$ cat src/design/wrt_pkg.sv
// Package for the waveform run and trigger controller.
// Assumes one sample-domain clock and synchronous reset.
package wrt_pkg;
	localparam int CNT_W = 16;
	localparam int BURST_W = 16;
	localparam logic [CNT_W-1:0] CNT_ZERO = 16'h0000;
	localparam logic [CNT_W-1:0] CNT_ONE = 16'h0001;
	localparam logic [BURST_W-1:0] BURST_ONE = 16'h0001;
	localparam logic [CNT_W-1:0] CNT_MAX = 16'hffff;
	localparam int SYNC_DEPTH = 2;
	localparam int CFG_DEPTH = 8;
	localparam int CFG_AW = 3;

	typedef enum logic [2:0] {
		WRT_MODE_CONT,
		WRT_MODE_OVERRIDE,
		WRT_MODE_RETRIG,
		WRT_MODE_GATED,
		WRT_MODE_BURST,
		WRT_MODE_ARMED
	} wrt_mode_t;

	typedef enum logic [1:0] {
		WRT_SRC_EXT,
		WRT_SRC_BUTTON,
		WRT_SRC_EVENT,
		WRT_SRC_INTERNAL
	} wrt_src_t;

	typedef struct packed {
		wrt_mode_t mode;
		wrt_src_t src;
		wrt_src_t start_src;
		wrt_src_t stop_src;
		logic gate_level;
		logic delay_en;
		logic [CNT_W-1:0] width_min;
		logic [CNT_W-1:0] width_max;
		logic [CNT_W-1:0] holdoff;
		logic [CNT_W-1:0] delay;
		logic [CNT_W-1:0] retrig_gap;
		logic [CNT_W-1:0] int_period;
		logic [BURST_W-1:0] burst_count;
	} wrt_cfg_t;

	typedef struct packed {
		logic ext;
		logic button;
		logic event_in;
	} wrt_trig_in_t;
endpackage

$ cat src/design/wrt_ctrl.sv
// Run mode and trigger controller in front of the waveform sequencer.
// Assumes the sequencer pulses o_cycle_done-like i_cycle_end per cycle.
`timescale 1ns/1ps
`default_nettype none
// Notes on behaviour
// - Override: qualified trigger restarts waveform at once
// - Retrigger: start after finish plus gap
// - Gated: output only while trigger level active
// - Burst: count cycles per trigger or command
// - Delayed trigger waits programmed delay before start
// - Reject pulses narrower or wider than limits
// - Hold-off ignores false triggers after valid
// - Armed mode: separate start and stop sources
// - Trigger from one selected source
// - Internal generator triggers every int_period plus one cycles
module wrt_ctrl (
	// Clock and reset
	input wire logic i_ref_clk,
	input wire logic i_reset,
	// Configuration
	input wire wrt_pkg::wrt_cfg_t i_cfg,
	// Trigger sources
	input wire wrt_pkg::wrt_trig_in_t i_trig,
	input wire logic i_remote_trig,
	input wire logic i_remote_arm,
	// Sequencer side
	input wire logic i_cycle_end,
	output logic o_run,
	output logic o_restart,
	// Status
	output logic o_busy,
	output logic o_armed
);
	import wrt_pkg::*;

	typedef enum logic [2:0] {ST_IDLE, ST_DELAY, ST_RUN, ST_GAP, ST_WAIT_STOP} wrt_state_t;

	wrt_trig_in_t clean;
	logic [2:0] level_vec;
	logic sel_level, start_level, stop_level;
	logic sel_prev_r, sel_prev_nxt;
	logic stop_prev_r, stop_prev_nxt;
	logic start_prev_r, start_prev_nxt;
	logic [CNT_W-1:0] width_r, width_nxt;
	logic [CNT_W-1:0] hold_r, hold_nxt;
	logic [CNT_W-1:0] per_r, per_nxt;
	logic int_tick;
	logic qual_trig;
	logic start_edge, stop_edge;
	wrt_state_t state_r, state_nxt;
	logic [CNT_W-1:0] tmr_r, tmr_nxt;
	logic [BURST_W-1:0] burst_r, burst_nxt;
	logic run_r, run_nxt;
	logic restart_r, restart_nxt;
	logic armed_r, armed_nxt;

	wrt_sync u_sync (
		.i_ref_clk(i_ref_clk),
		.i_reset(i_reset),
		.i_raw(i_trig),
		.o_clean(clean)
	);

	function automatic logic pick_src(input wrt_src_t s, input logic [2:0] lv, input logic t);
		case (s)
			WRT_SRC_EXT: pick_src = lv[2];
			WRT_SRC_BUTTON: pick_src = lv[1];
			WRT_SRC_EVENT: pick_src = lv[0];
			WRT_SRC_INTERNAL: pick_src = t;
			default: pick_src = 1'b0;
		endcase
	endfunction

	function automatic logic [CNT_W-1:0] sat_inc(input logic [CNT_W-1:0] v);
		sat_inc = (v == CNT_MAX) ? v : v + CNT_ONE;
	endfunction

	assign level_vec = {clean.ext, clean.button, clean.event_in};
	assign sel_level = pick_src(i_cfg.src, level_vec, int_tick);
	assign start_level = pick_src(i_cfg.start_src, level_vec, int_tick);
	assign stop_level = pick_src(i_cfg.stop_src, level_vec, int_tick);
	assign start_edge = start_level & ~start_prev_r;
	assign stop_edge = stop_level & ~stop_prev_r;
	assign int_tick = (per_r == CNT_ZERO);

	// Qualification: width measured on the falling edge, so a trigger acts at its end.
	always_comb begin
		sel_prev_nxt = sel_level;
		start_prev_nxt = start_level;
		stop_prev_nxt = stop_level;
		width_nxt = sel_level ? sat_inc(width_r) : CNT_ZERO;
		hold_nxt = (hold_r != CNT_ZERO) ? hold_r - CNT_ONE : CNT_ZERO;
		per_nxt = (per_r == CNT_ZERO) ? i_cfg.int_period : per_r - CNT_ONE;
		qual_trig = 1'b0;
		if (i_cfg.src == WRT_SRC_INTERNAL) begin
			qual_trig = int_tick && (hold_r == CNT_ZERO);
		end else if (!sel_level && sel_prev_r) begin
			if (hold_r == CNT_ZERO) begin
				qual_trig = (width_r >= i_cfg.width_min) && (width_r <= i_cfg.width_max);
			end
		end
		if (qual_trig) begin
			hold_nxt = i_cfg.holdoff;
		end
	end

	always_ff @(posedge i_ref_clk) begin
		if (i_reset) begin
			sel_prev_r <= 1'b0;
			start_prev_r <= 1'b0;
			stop_prev_r <= 1'b0;
			width_r <= CNT_ZERO;
			hold_r <= CNT_ZERO;
			per_r <= CNT_ZERO;
		end else begin
			sel_prev_r <= sel_prev_nxt;
			start_prev_r <= start_prev_nxt;
			stop_prev_r <= stop_prev_nxt;
			width_r <= width_nxt;
			hold_r <= hold_nxt;
			per_r <= per_nxt;
		end
	end

	// Run state machine
	always_comb begin
		state_nxt = state_r;
		tmr_nxt = tmr_r;
		burst_nxt = burst_r;
		run_nxt = run_r;
		restart_nxt = 1'b0;
		armed_nxt = armed_r;
		case (state_r)
			ST_IDLE: begin
				run_nxt = 1'b0;
				if (i_cfg.mode == WRT_MODE_CONT) begin
					run_nxt = 1'b1;
					restart_nxt = 1'b1;
					state_nxt = ST_RUN;
				end else if (i_cfg.mode == WRT_MODE_GATED) begin
					if (sel_level == i_cfg.gate_level) begin
						run_nxt = 1'b1;
						restart_nxt = 1'b1;
						state_nxt = ST_RUN;
					end
				end else if (i_cfg.mode == WRT_MODE_ARMED) begin
					armed_nxt = i_remote_arm | armed_r;
					if (armed_r && start_edge) begin
						run_nxt = 1'b1;
						restart_nxt = 1'b1;
						state_nxt = ST_WAIT_STOP;
					end
				end else if (qual_trig || (i_cfg.mode == WRT_MODE_BURST && i_remote_trig)) begin
					burst_nxt = i_cfg.burst_count;
					if (i_cfg.delay_en && qual_trig) begin
						tmr_nxt = i_cfg.delay;
						state_nxt = ST_DELAY;
					end else begin
						run_nxt = 1'b1;
						restart_nxt = 1'b1;
						state_nxt = ST_RUN;
					end
				end
			end
			ST_DELAY: begin
				if (tmr_r == CNT_ZERO) begin
					run_nxt = 1'b1;
					restart_nxt = 1'b1;
					state_nxt = ST_RUN;
				end else begin
					tmr_nxt = tmr_r - CNT_ONE;
				end
			end
			ST_RUN: begin
				if (i_cfg.mode == WRT_MODE_GATED) begin
					if (sel_level != i_cfg.gate_level) begin
						run_nxt = 1'b0;
						state_nxt = ST_IDLE;
					end
				end else if (i_cfg.mode == WRT_MODE_OVERRIDE && qual_trig) begin
					restart_nxt = 1'b1;
				end else if (i_cycle_end) begin
					if (i_cfg.mode == WRT_MODE_BURST && burst_r > BURST_ONE) begin
						burst_nxt = burst_r - BURST_ONE;
					end else if (i_cfg.mode == WRT_MODE_RETRIG) begin
						run_nxt = 1'b0;
						tmr_nxt = i_cfg.retrig_gap;
						state_nxt = ST_GAP;
					end else if (i_cfg.mode != WRT_MODE_CONT) begin
						run_nxt = 1'b0;
						state_nxt = ST_IDLE;
					end
				end
			end
			ST_GAP: begin
				if (tmr_r == CNT_ZERO) begin
					state_nxt = ST_IDLE;
				end else begin
					tmr_nxt = tmr_r - CNT_ONE;
				end
			end
			ST_WAIT_STOP: begin
				if (stop_edge || i_cfg.mode != WRT_MODE_ARMED) begin
					run_nxt = 1'b0;
					armed_nxt = 1'b0;
					state_nxt = ST_IDLE;
				end
			end
			default: begin
				run_nxt = 1'b0;
				state_nxt = ST_IDLE;
			end
		endcase
		if (i_cfg.mode != WRT_MODE_ARMED) begin
			armed_nxt = 1'b0;
		end
	end

	always_ff @(posedge i_ref_clk) begin
		if (i_reset) begin
			state_r <= ST_IDLE;
			tmr_r <= CNT_ZERO;
			burst_r <= BURST_ONE;
			run_r <= 1'b0;
			restart_r <= 1'b0;
			armed_r <= 1'b0;
		end else begin
			state_r <= state_nxt;
			tmr_r <= tmr_nxt;
			burst_r <= burst_nxt;
			run_r <= run_nxt;
			restart_r <= restart_nxt;
			armed_r <= armed_nxt;
		end
	end

	assign o_run = run_r;
	assign o_restart = restart_r;
	assign o_busy = (state_r != ST_IDLE);
	assign o_armed = armed_r;

	a_override_restart: assert property (@(posedge i_ref_clk) disable iff (i_reset)
		(state_r == ST_RUN && i_cfg.mode == WRT_MODE_OVERRIDE && qual_trig) |=> o_restart && o_run)
		else $error("override trigger did not restart");
	a_retrig_gap: assert property (@(posedge i_ref_clk) disable iff (i_reset)
		(state_r == ST_GAP) |-> !o_run)
		else $error("output ran during retrigger gap");
	a_gate_stop: assert property (@(posedge i_ref_clk) disable iff (i_reset)
		(state_r == ST_RUN && i_cfg.mode == WRT_MODE_GATED && sel_level != i_cfg.gate_level)
		|=> !o_run)
		else $error("gated output did not stop");
	a_burst_count: assert property (@(posedge i_ref_clk) disable iff (i_reset)
		(state_r == ST_RUN && i_cfg.mode == WRT_MODE_BURST && i_cycle_end && burst_r > BURST_ONE)
		|=> o_run && burst_r == $past(burst_r) - BURST_ONE)
		else $error("burst count wrong");
	a_delay_hold: assert property (@(posedge i_ref_clk) disable iff (i_reset)
		(state_r == ST_DELAY && tmr_r != CNT_ZERO) |=> !o_run)
		else $error("output started before delay expired");
	a_width_reject: assert property (@(posedge i_ref_clk) disable iff (i_reset)
		(i_cfg.src != WRT_SRC_INTERNAL && (width_r < i_cfg.width_min || width_r > i_cfg.width_max))
		|-> !qual_trig)
		else $error("pulse outside width window accepted");
	a_holdoff_block: assert property (@(posedge i_ref_clk) disable iff (i_reset)
		(hold_r != CNT_ZERO) |-> !qual_trig)
		else $error("trigger accepted in hold-off");
	a_armed_start: assert property (@(posedge i_ref_clk) disable iff (i_reset)
		(state_r == ST_IDLE && i_cfg.mode == WRT_MODE_ARMED && !armed_r) |=> !o_run)
		else $error("armed start without arm");
endmodule
`default_nettype wire

$ cat src/design/wrt_sync.sv
// Two-stage synchroniser bank for the trigger inputs.
// Assumes inputs are level signals from outside the clock domain.
`timescale 1ns/1ps
`default_nettype none
module wrt_sync (
	// Clock and reset
	input wire logic i_ref_clk,
	input wire logic i_reset,
	// Raw and clean inputs
	input wire wrt_pkg::wrt_trig_in_t i_raw,
	output wrt_pkg::wrt_trig_in_t o_clean
);
	import wrt_pkg::*;
	wrt_trig_in_t meta_r, meta_nxt, clean_r, clean_nxt;

	always_comb begin
		meta_nxt = i_raw;
		clean_nxt = meta_r;
	end

	always_ff @(posedge i_ref_clk) begin
		if (i_reset) begin
			meta_r <= '0;
			clean_r <= '0;
		end else begin
			meta_r <= meta_nxt;
			clean_r <= clean_nxt;
		end
	end

	assign o_clean = clean_r;
endmodule
`default_nettype wire

$ cat config.mk
export PLATFORM = sky130hd
export DESIGN_NAME = wrt_ctrl
export DESIGN_NICKNAME = d
export VERILOG_FILES = /design/src/design/wrt_pkg.sv /design/src/design/wrt_ctrl.sv /design/src/design/wrt_sync.sv
export SDC_FILE = /design/constraint.sdc
export NUM_CORES = 1
export LEC_CHECK = 0
export BUFFER_PORTS_ARGS = -buffer_cell sky130_fd_sc_hd__buf_2
export CAP_MARGIN = 20
export CORE_MARGIN = 2
export CORE_UTILIZATION = 35
export DETAILED_ROUTE_END_ITERATION = 12
export GPL_ROUTABILITY_DRIVEN = 1
export PLACE_DENSITY = 0.54
export REMOVE_ABC_BUFFERS = 1
export SYNTH_ARGS = -nofsm -noshare
export SYNTH_HDL_FRONTEND = slang
export SYNTH_SLANG_ARGS = --single-unit
$ cat constraint.sdc
create_clock -name i_ref_clk -period 6.51 [get_ports i_ref_clk]
set_clock_uncertainty 0.05 [all_clocks]
set_input_delay 0.3255 -clock i_ref_clk [delete_from_list [all_inputs] [get_ports i_ref_clk]]
set_output_delay 0.3255 -clock i_ref_clk [all_outputs]
set_load 0.05 [all_outputs]
==> metrics.md <==
| Metric | Value |
|---|---|
| Die H | `138 um` |
| Routability cong. | `0.819` |
| Sw Pwr | `806 uW` |
| Min Hold Slack | `0.144 ns` |
| Core area | `17800 um^2` |
| Top_reg_cell synth | `dfxtp_1` |
| Clk pwr share | `27.6%` |
| Delay-heaviest family, CP | `simple AND/OR/NAND/NOR gates` |
| IO Count | `135` |
| Slowest stage delay, CP | `0.53 ns` |
| Worst setup SP type | `flip-flop` |
| CP Buf/Inv Count | `2` |
| Setup bufs post-CTS | `0` |
| P_int | `1360 uW` |
| Wirelength, routed | `16.9 mm` |
| Critical R2R Launch | `per_r[0]` |
| Placed inst area | `7120 um^2` |
| TritonCTS sink count | `95` |
| Synth cell types | `75` |
| Synthesized flop and latch total | `95` |
| Syn. warnings | `0` |
| GRT Total Usage | `17.6%` |
| Area Overhead vs Synth | `18.6%` |
| Top cell type by total area after synthesis | `dfxtp_1` |
| Cell mode on critical path | `and3_1` |
| Hold_buf cts | `0` |
| CP arrival | `4.23 ns` |
| Fmax | `250 MHz` |
| Fill cells | `1899` |
| GRT overflow | `0` |
| Max Slew Vio Count | `0` |
| Mapped Cells | `a little over 800` |
| Num rows | `49` |
| Top cell type's share of synthesized area | `a little under a third` |
| RSZ-0062 raised after global routing | `no` |
| Synthesized area | `6280 um^2` |
| Initial antenna violation count | `3` |
| Setup TNS | `0 ns` |
| Final Instance Area | `about 7500 um^2` |
| Die ar. | `19000 um^2` |
| Die width | `about 140 um` |
| Via count | `~6.1k` |
| WL/cell | `14.4 um` |
| Fin crit share | `between 60% and 70%` |
| Max-Cap Viols | `0` |
| Area contributors post-synth | `dfxtp_1, ha_1, nor2_1, a21oi_1, nand2_1` |
| Hold WC Path Type | `in -> reg` |
| Tightest Pin Transition | `0.948 ns` |
| PD cells | `290 nW/um^2` |
| DP HPWL | `12.6 mm` |
| H-tree levels | `3` |
| Port bufs | `134` |
| Post-CTS Resized | `0` |
| Leak Pwr | `0.00330 uW` |
| Crit Path Class | `reg -> reg` |
| Status | `finished, final reports clean` |
| Worst Setup Slack, final | `2.51 ns` |
| Switching share of total power | `37.3%` |
| Crit path cell chain | `inv_1 -> ha_1 -> nor3b_1 -> and3_1 -> nand2_1 -> o221a_2 -> nand3_1 -> and3_1 -> nor4b_4 -> a21oi_2 -> buf_4 -> or3_1 -> a21oi_1` |
| Pin count of the biggest net entering global routing | `49` |
| Vias per inst | `5.22` |
| Global-route wire length before repair | `27.8 mm` |
| Peak supply drop | `around 0.15 mV` |
| Comb power frac | `37.5%` |
| Clk root buf | `clkbuf_16` |
| Hold Vio Cnt, Final | `0` |
| Sequential share of power | `approximately a third` |
| CP max stage cell | `nand2_1` |
| Clock Pin Slew Worst Setup and Hold Paths | `0.07 ns` |
| Worst relative slew slack | `36.6%` |
| Number of CTS-inserted buffers | `9` |
| 1st-pass router iterations | `4` |
| Final #Nets | `1111` |
| Share of post-route cells with drive strength above 1 | `18.8%` |
| Vias in the first global route | `around 5.6k` |
| Mapped Avg Cell Area | `7.56 um^2` |
| Fin crit period | `about 4 ns` |
| Sequential share of the synthesized area | `30.3%` |
| CTS Buffer Depth | `2` |
| HP Start | `i_trig[0]` |
| Req. time, crit path | `6.74 ns` |
| 1st-iter DRT viols | `300` |
| Synth cell count leaders | `nor2_1, dfxtp_1, nand2_1` |
| CTS tree | `done` |
| CP Capture Type | `flip-flop` |
| Post-route ant nets | `0` |
| Most common cell in the netlist | `nor2_1` |
| Final setup viols | `0` |
| Worst-Skew Late Latency | `0.35 ns` |
| Post-synth EDFFs | `0` |
| Initial Utilization | `35.3%` |
| Asr flop ratio synth | `0%` |
| CP max FO | `23` |
| CP startpoint | `per_r[0]` |
| DRC viols | `0` |
| Setup WS pre-CTS | `2.52 ns` |
[logic make-up (layout without fill, tap and decap cells)]
kind of cell | after synthesis | after routing | share of synthesized area [%]
flops | 95 | 95 | 30.3
other cells | 0 | 1 | 0
xor+xnor | 30 | 30 | 4.18
fa+ha+maj | 38 | 38 | 7.57
compound gates | 224 | 224 | 23.1
mux | 17 | 17 | 2.81
simple gates | 339 | 339 | 26.5
buf+inv | 88 | 204 | 5.61
[worst reg2reg max path: stages, from the launching register on]
cell     delay [ns]
dfxtp_1        0.32
inv_1          0.06
ha_1           0.16
nor3b_1        0.45
and3_1         0.43
nand2_1        0.53
o221a_2        0.46
nand3_1        0.10
and3_1         0.22
nor4b_4        0.30
a21oi_2        0.08
buf_4          0.24
or3_1          0.40
a21oi_1        0.12
[final timing paths]
check	to	slack, ns	depth (start not counted)
worst min register to register	u_sync.o_clean[2]	0.39	1
worst max-delay path	tmr_r[6]	2.51	13
worst max register to register	tmr_r[6]	2.51	13
worst min-delay path	u_sync.clean_nxt[0]	0.14	2
[per-layer routing]
layer | routed length, um | up-vias | GRT usage (%)
met5 | 21 | - | 0
met4 | 187 | 4 | 4.35
met3 | 885 | 18 | 4.43
met2 | 7520 | 130 | 27.2
met1 | 8310 | 2791 | 24.5
li1 | - | 3201 | -
[cells in the final DEF, fill, tap and decap left out, types with 3 or more instances in the layout]
master     netlist  final
a211oi_1        14     14
a21oi_1         70     70
a22oi_1         27     27
a311oi_1         5      5
a32oi_1          3      3
and2_1           4      4
and3_1           6      6
buf_2            2    134
buf_4            3      6
clkbuf_16        0      9
dfxtp_1         95     95
ha_1            38     38
inv_1           47     47
mux2i_1         15     15
nand2_1         79     79
nand2b_1        11     11
nand3_1         20     20
nand4_1          8      8
nor2_1         116    116
nor2b_1         14     14
nor3_1          29     28
nor3b_1          4      4
nor4_1          10     10
o211ai_1         3      3
o21ai_0         47     47
o21ai_1          6      6
o22ai_1          9      9
o311ai_0         3      3
o31ai_1          4      4
o41ai_1          3      3
or3_1           17     17
or4_1            5      5
xnor2_1         12     12
xor2_1          18     18
[power by group through the flow]
stage | Combinational [uW] | Clock [uW] | Sequential (uW)
after global routing | 920 | 636 | 767
after floorplan | 607 | 0 | 755
after detailed placement | 815 | 0 | 767
final | 810 | 597 | 755
after global placement | 811 | 0 | 767
after CTS | 820 | 617 | 754
[layout make-up]
cell class	count	area [um^2]	area share [%]
flip-flops and latches	95	1900	25.5
repair buffers	140	716	9.60
diodes	1	2.50	0.0336
clock inverters	6	92.6	1.24
multi-input cells	648	4040	54.1
well taps	229	287	3.84
clock buffers	10	239	3.21
inverters	48	180	2.42
[through the flow]
stage / utilization (%) / std cells / power, uW
global placement: 40.0 / 1160 / 1580
detailed placement: 40.0 / 1160 / 1580
CTS: 41.9 / 1176 / 2190
global route: 41.9 / 1176 / 2320
finish: 41.9 / 1177 / 2160
floorplan: - / 791 / 1360
[flip-flops by register name, summed over array words and instances (netlist names)]
signal,count
o_restart,1
o_run,1
stop_prev_r,1
width_r,16
o_armed,1
state_r,3
hold_r,16
start_prev_r,1
u_sync.clean_nxt,3
per_r,16
burst_r,16
u_sync.o_clean,3
sel_prev_r,1
tmr_r,16
(Power assumes the default switching activity.)
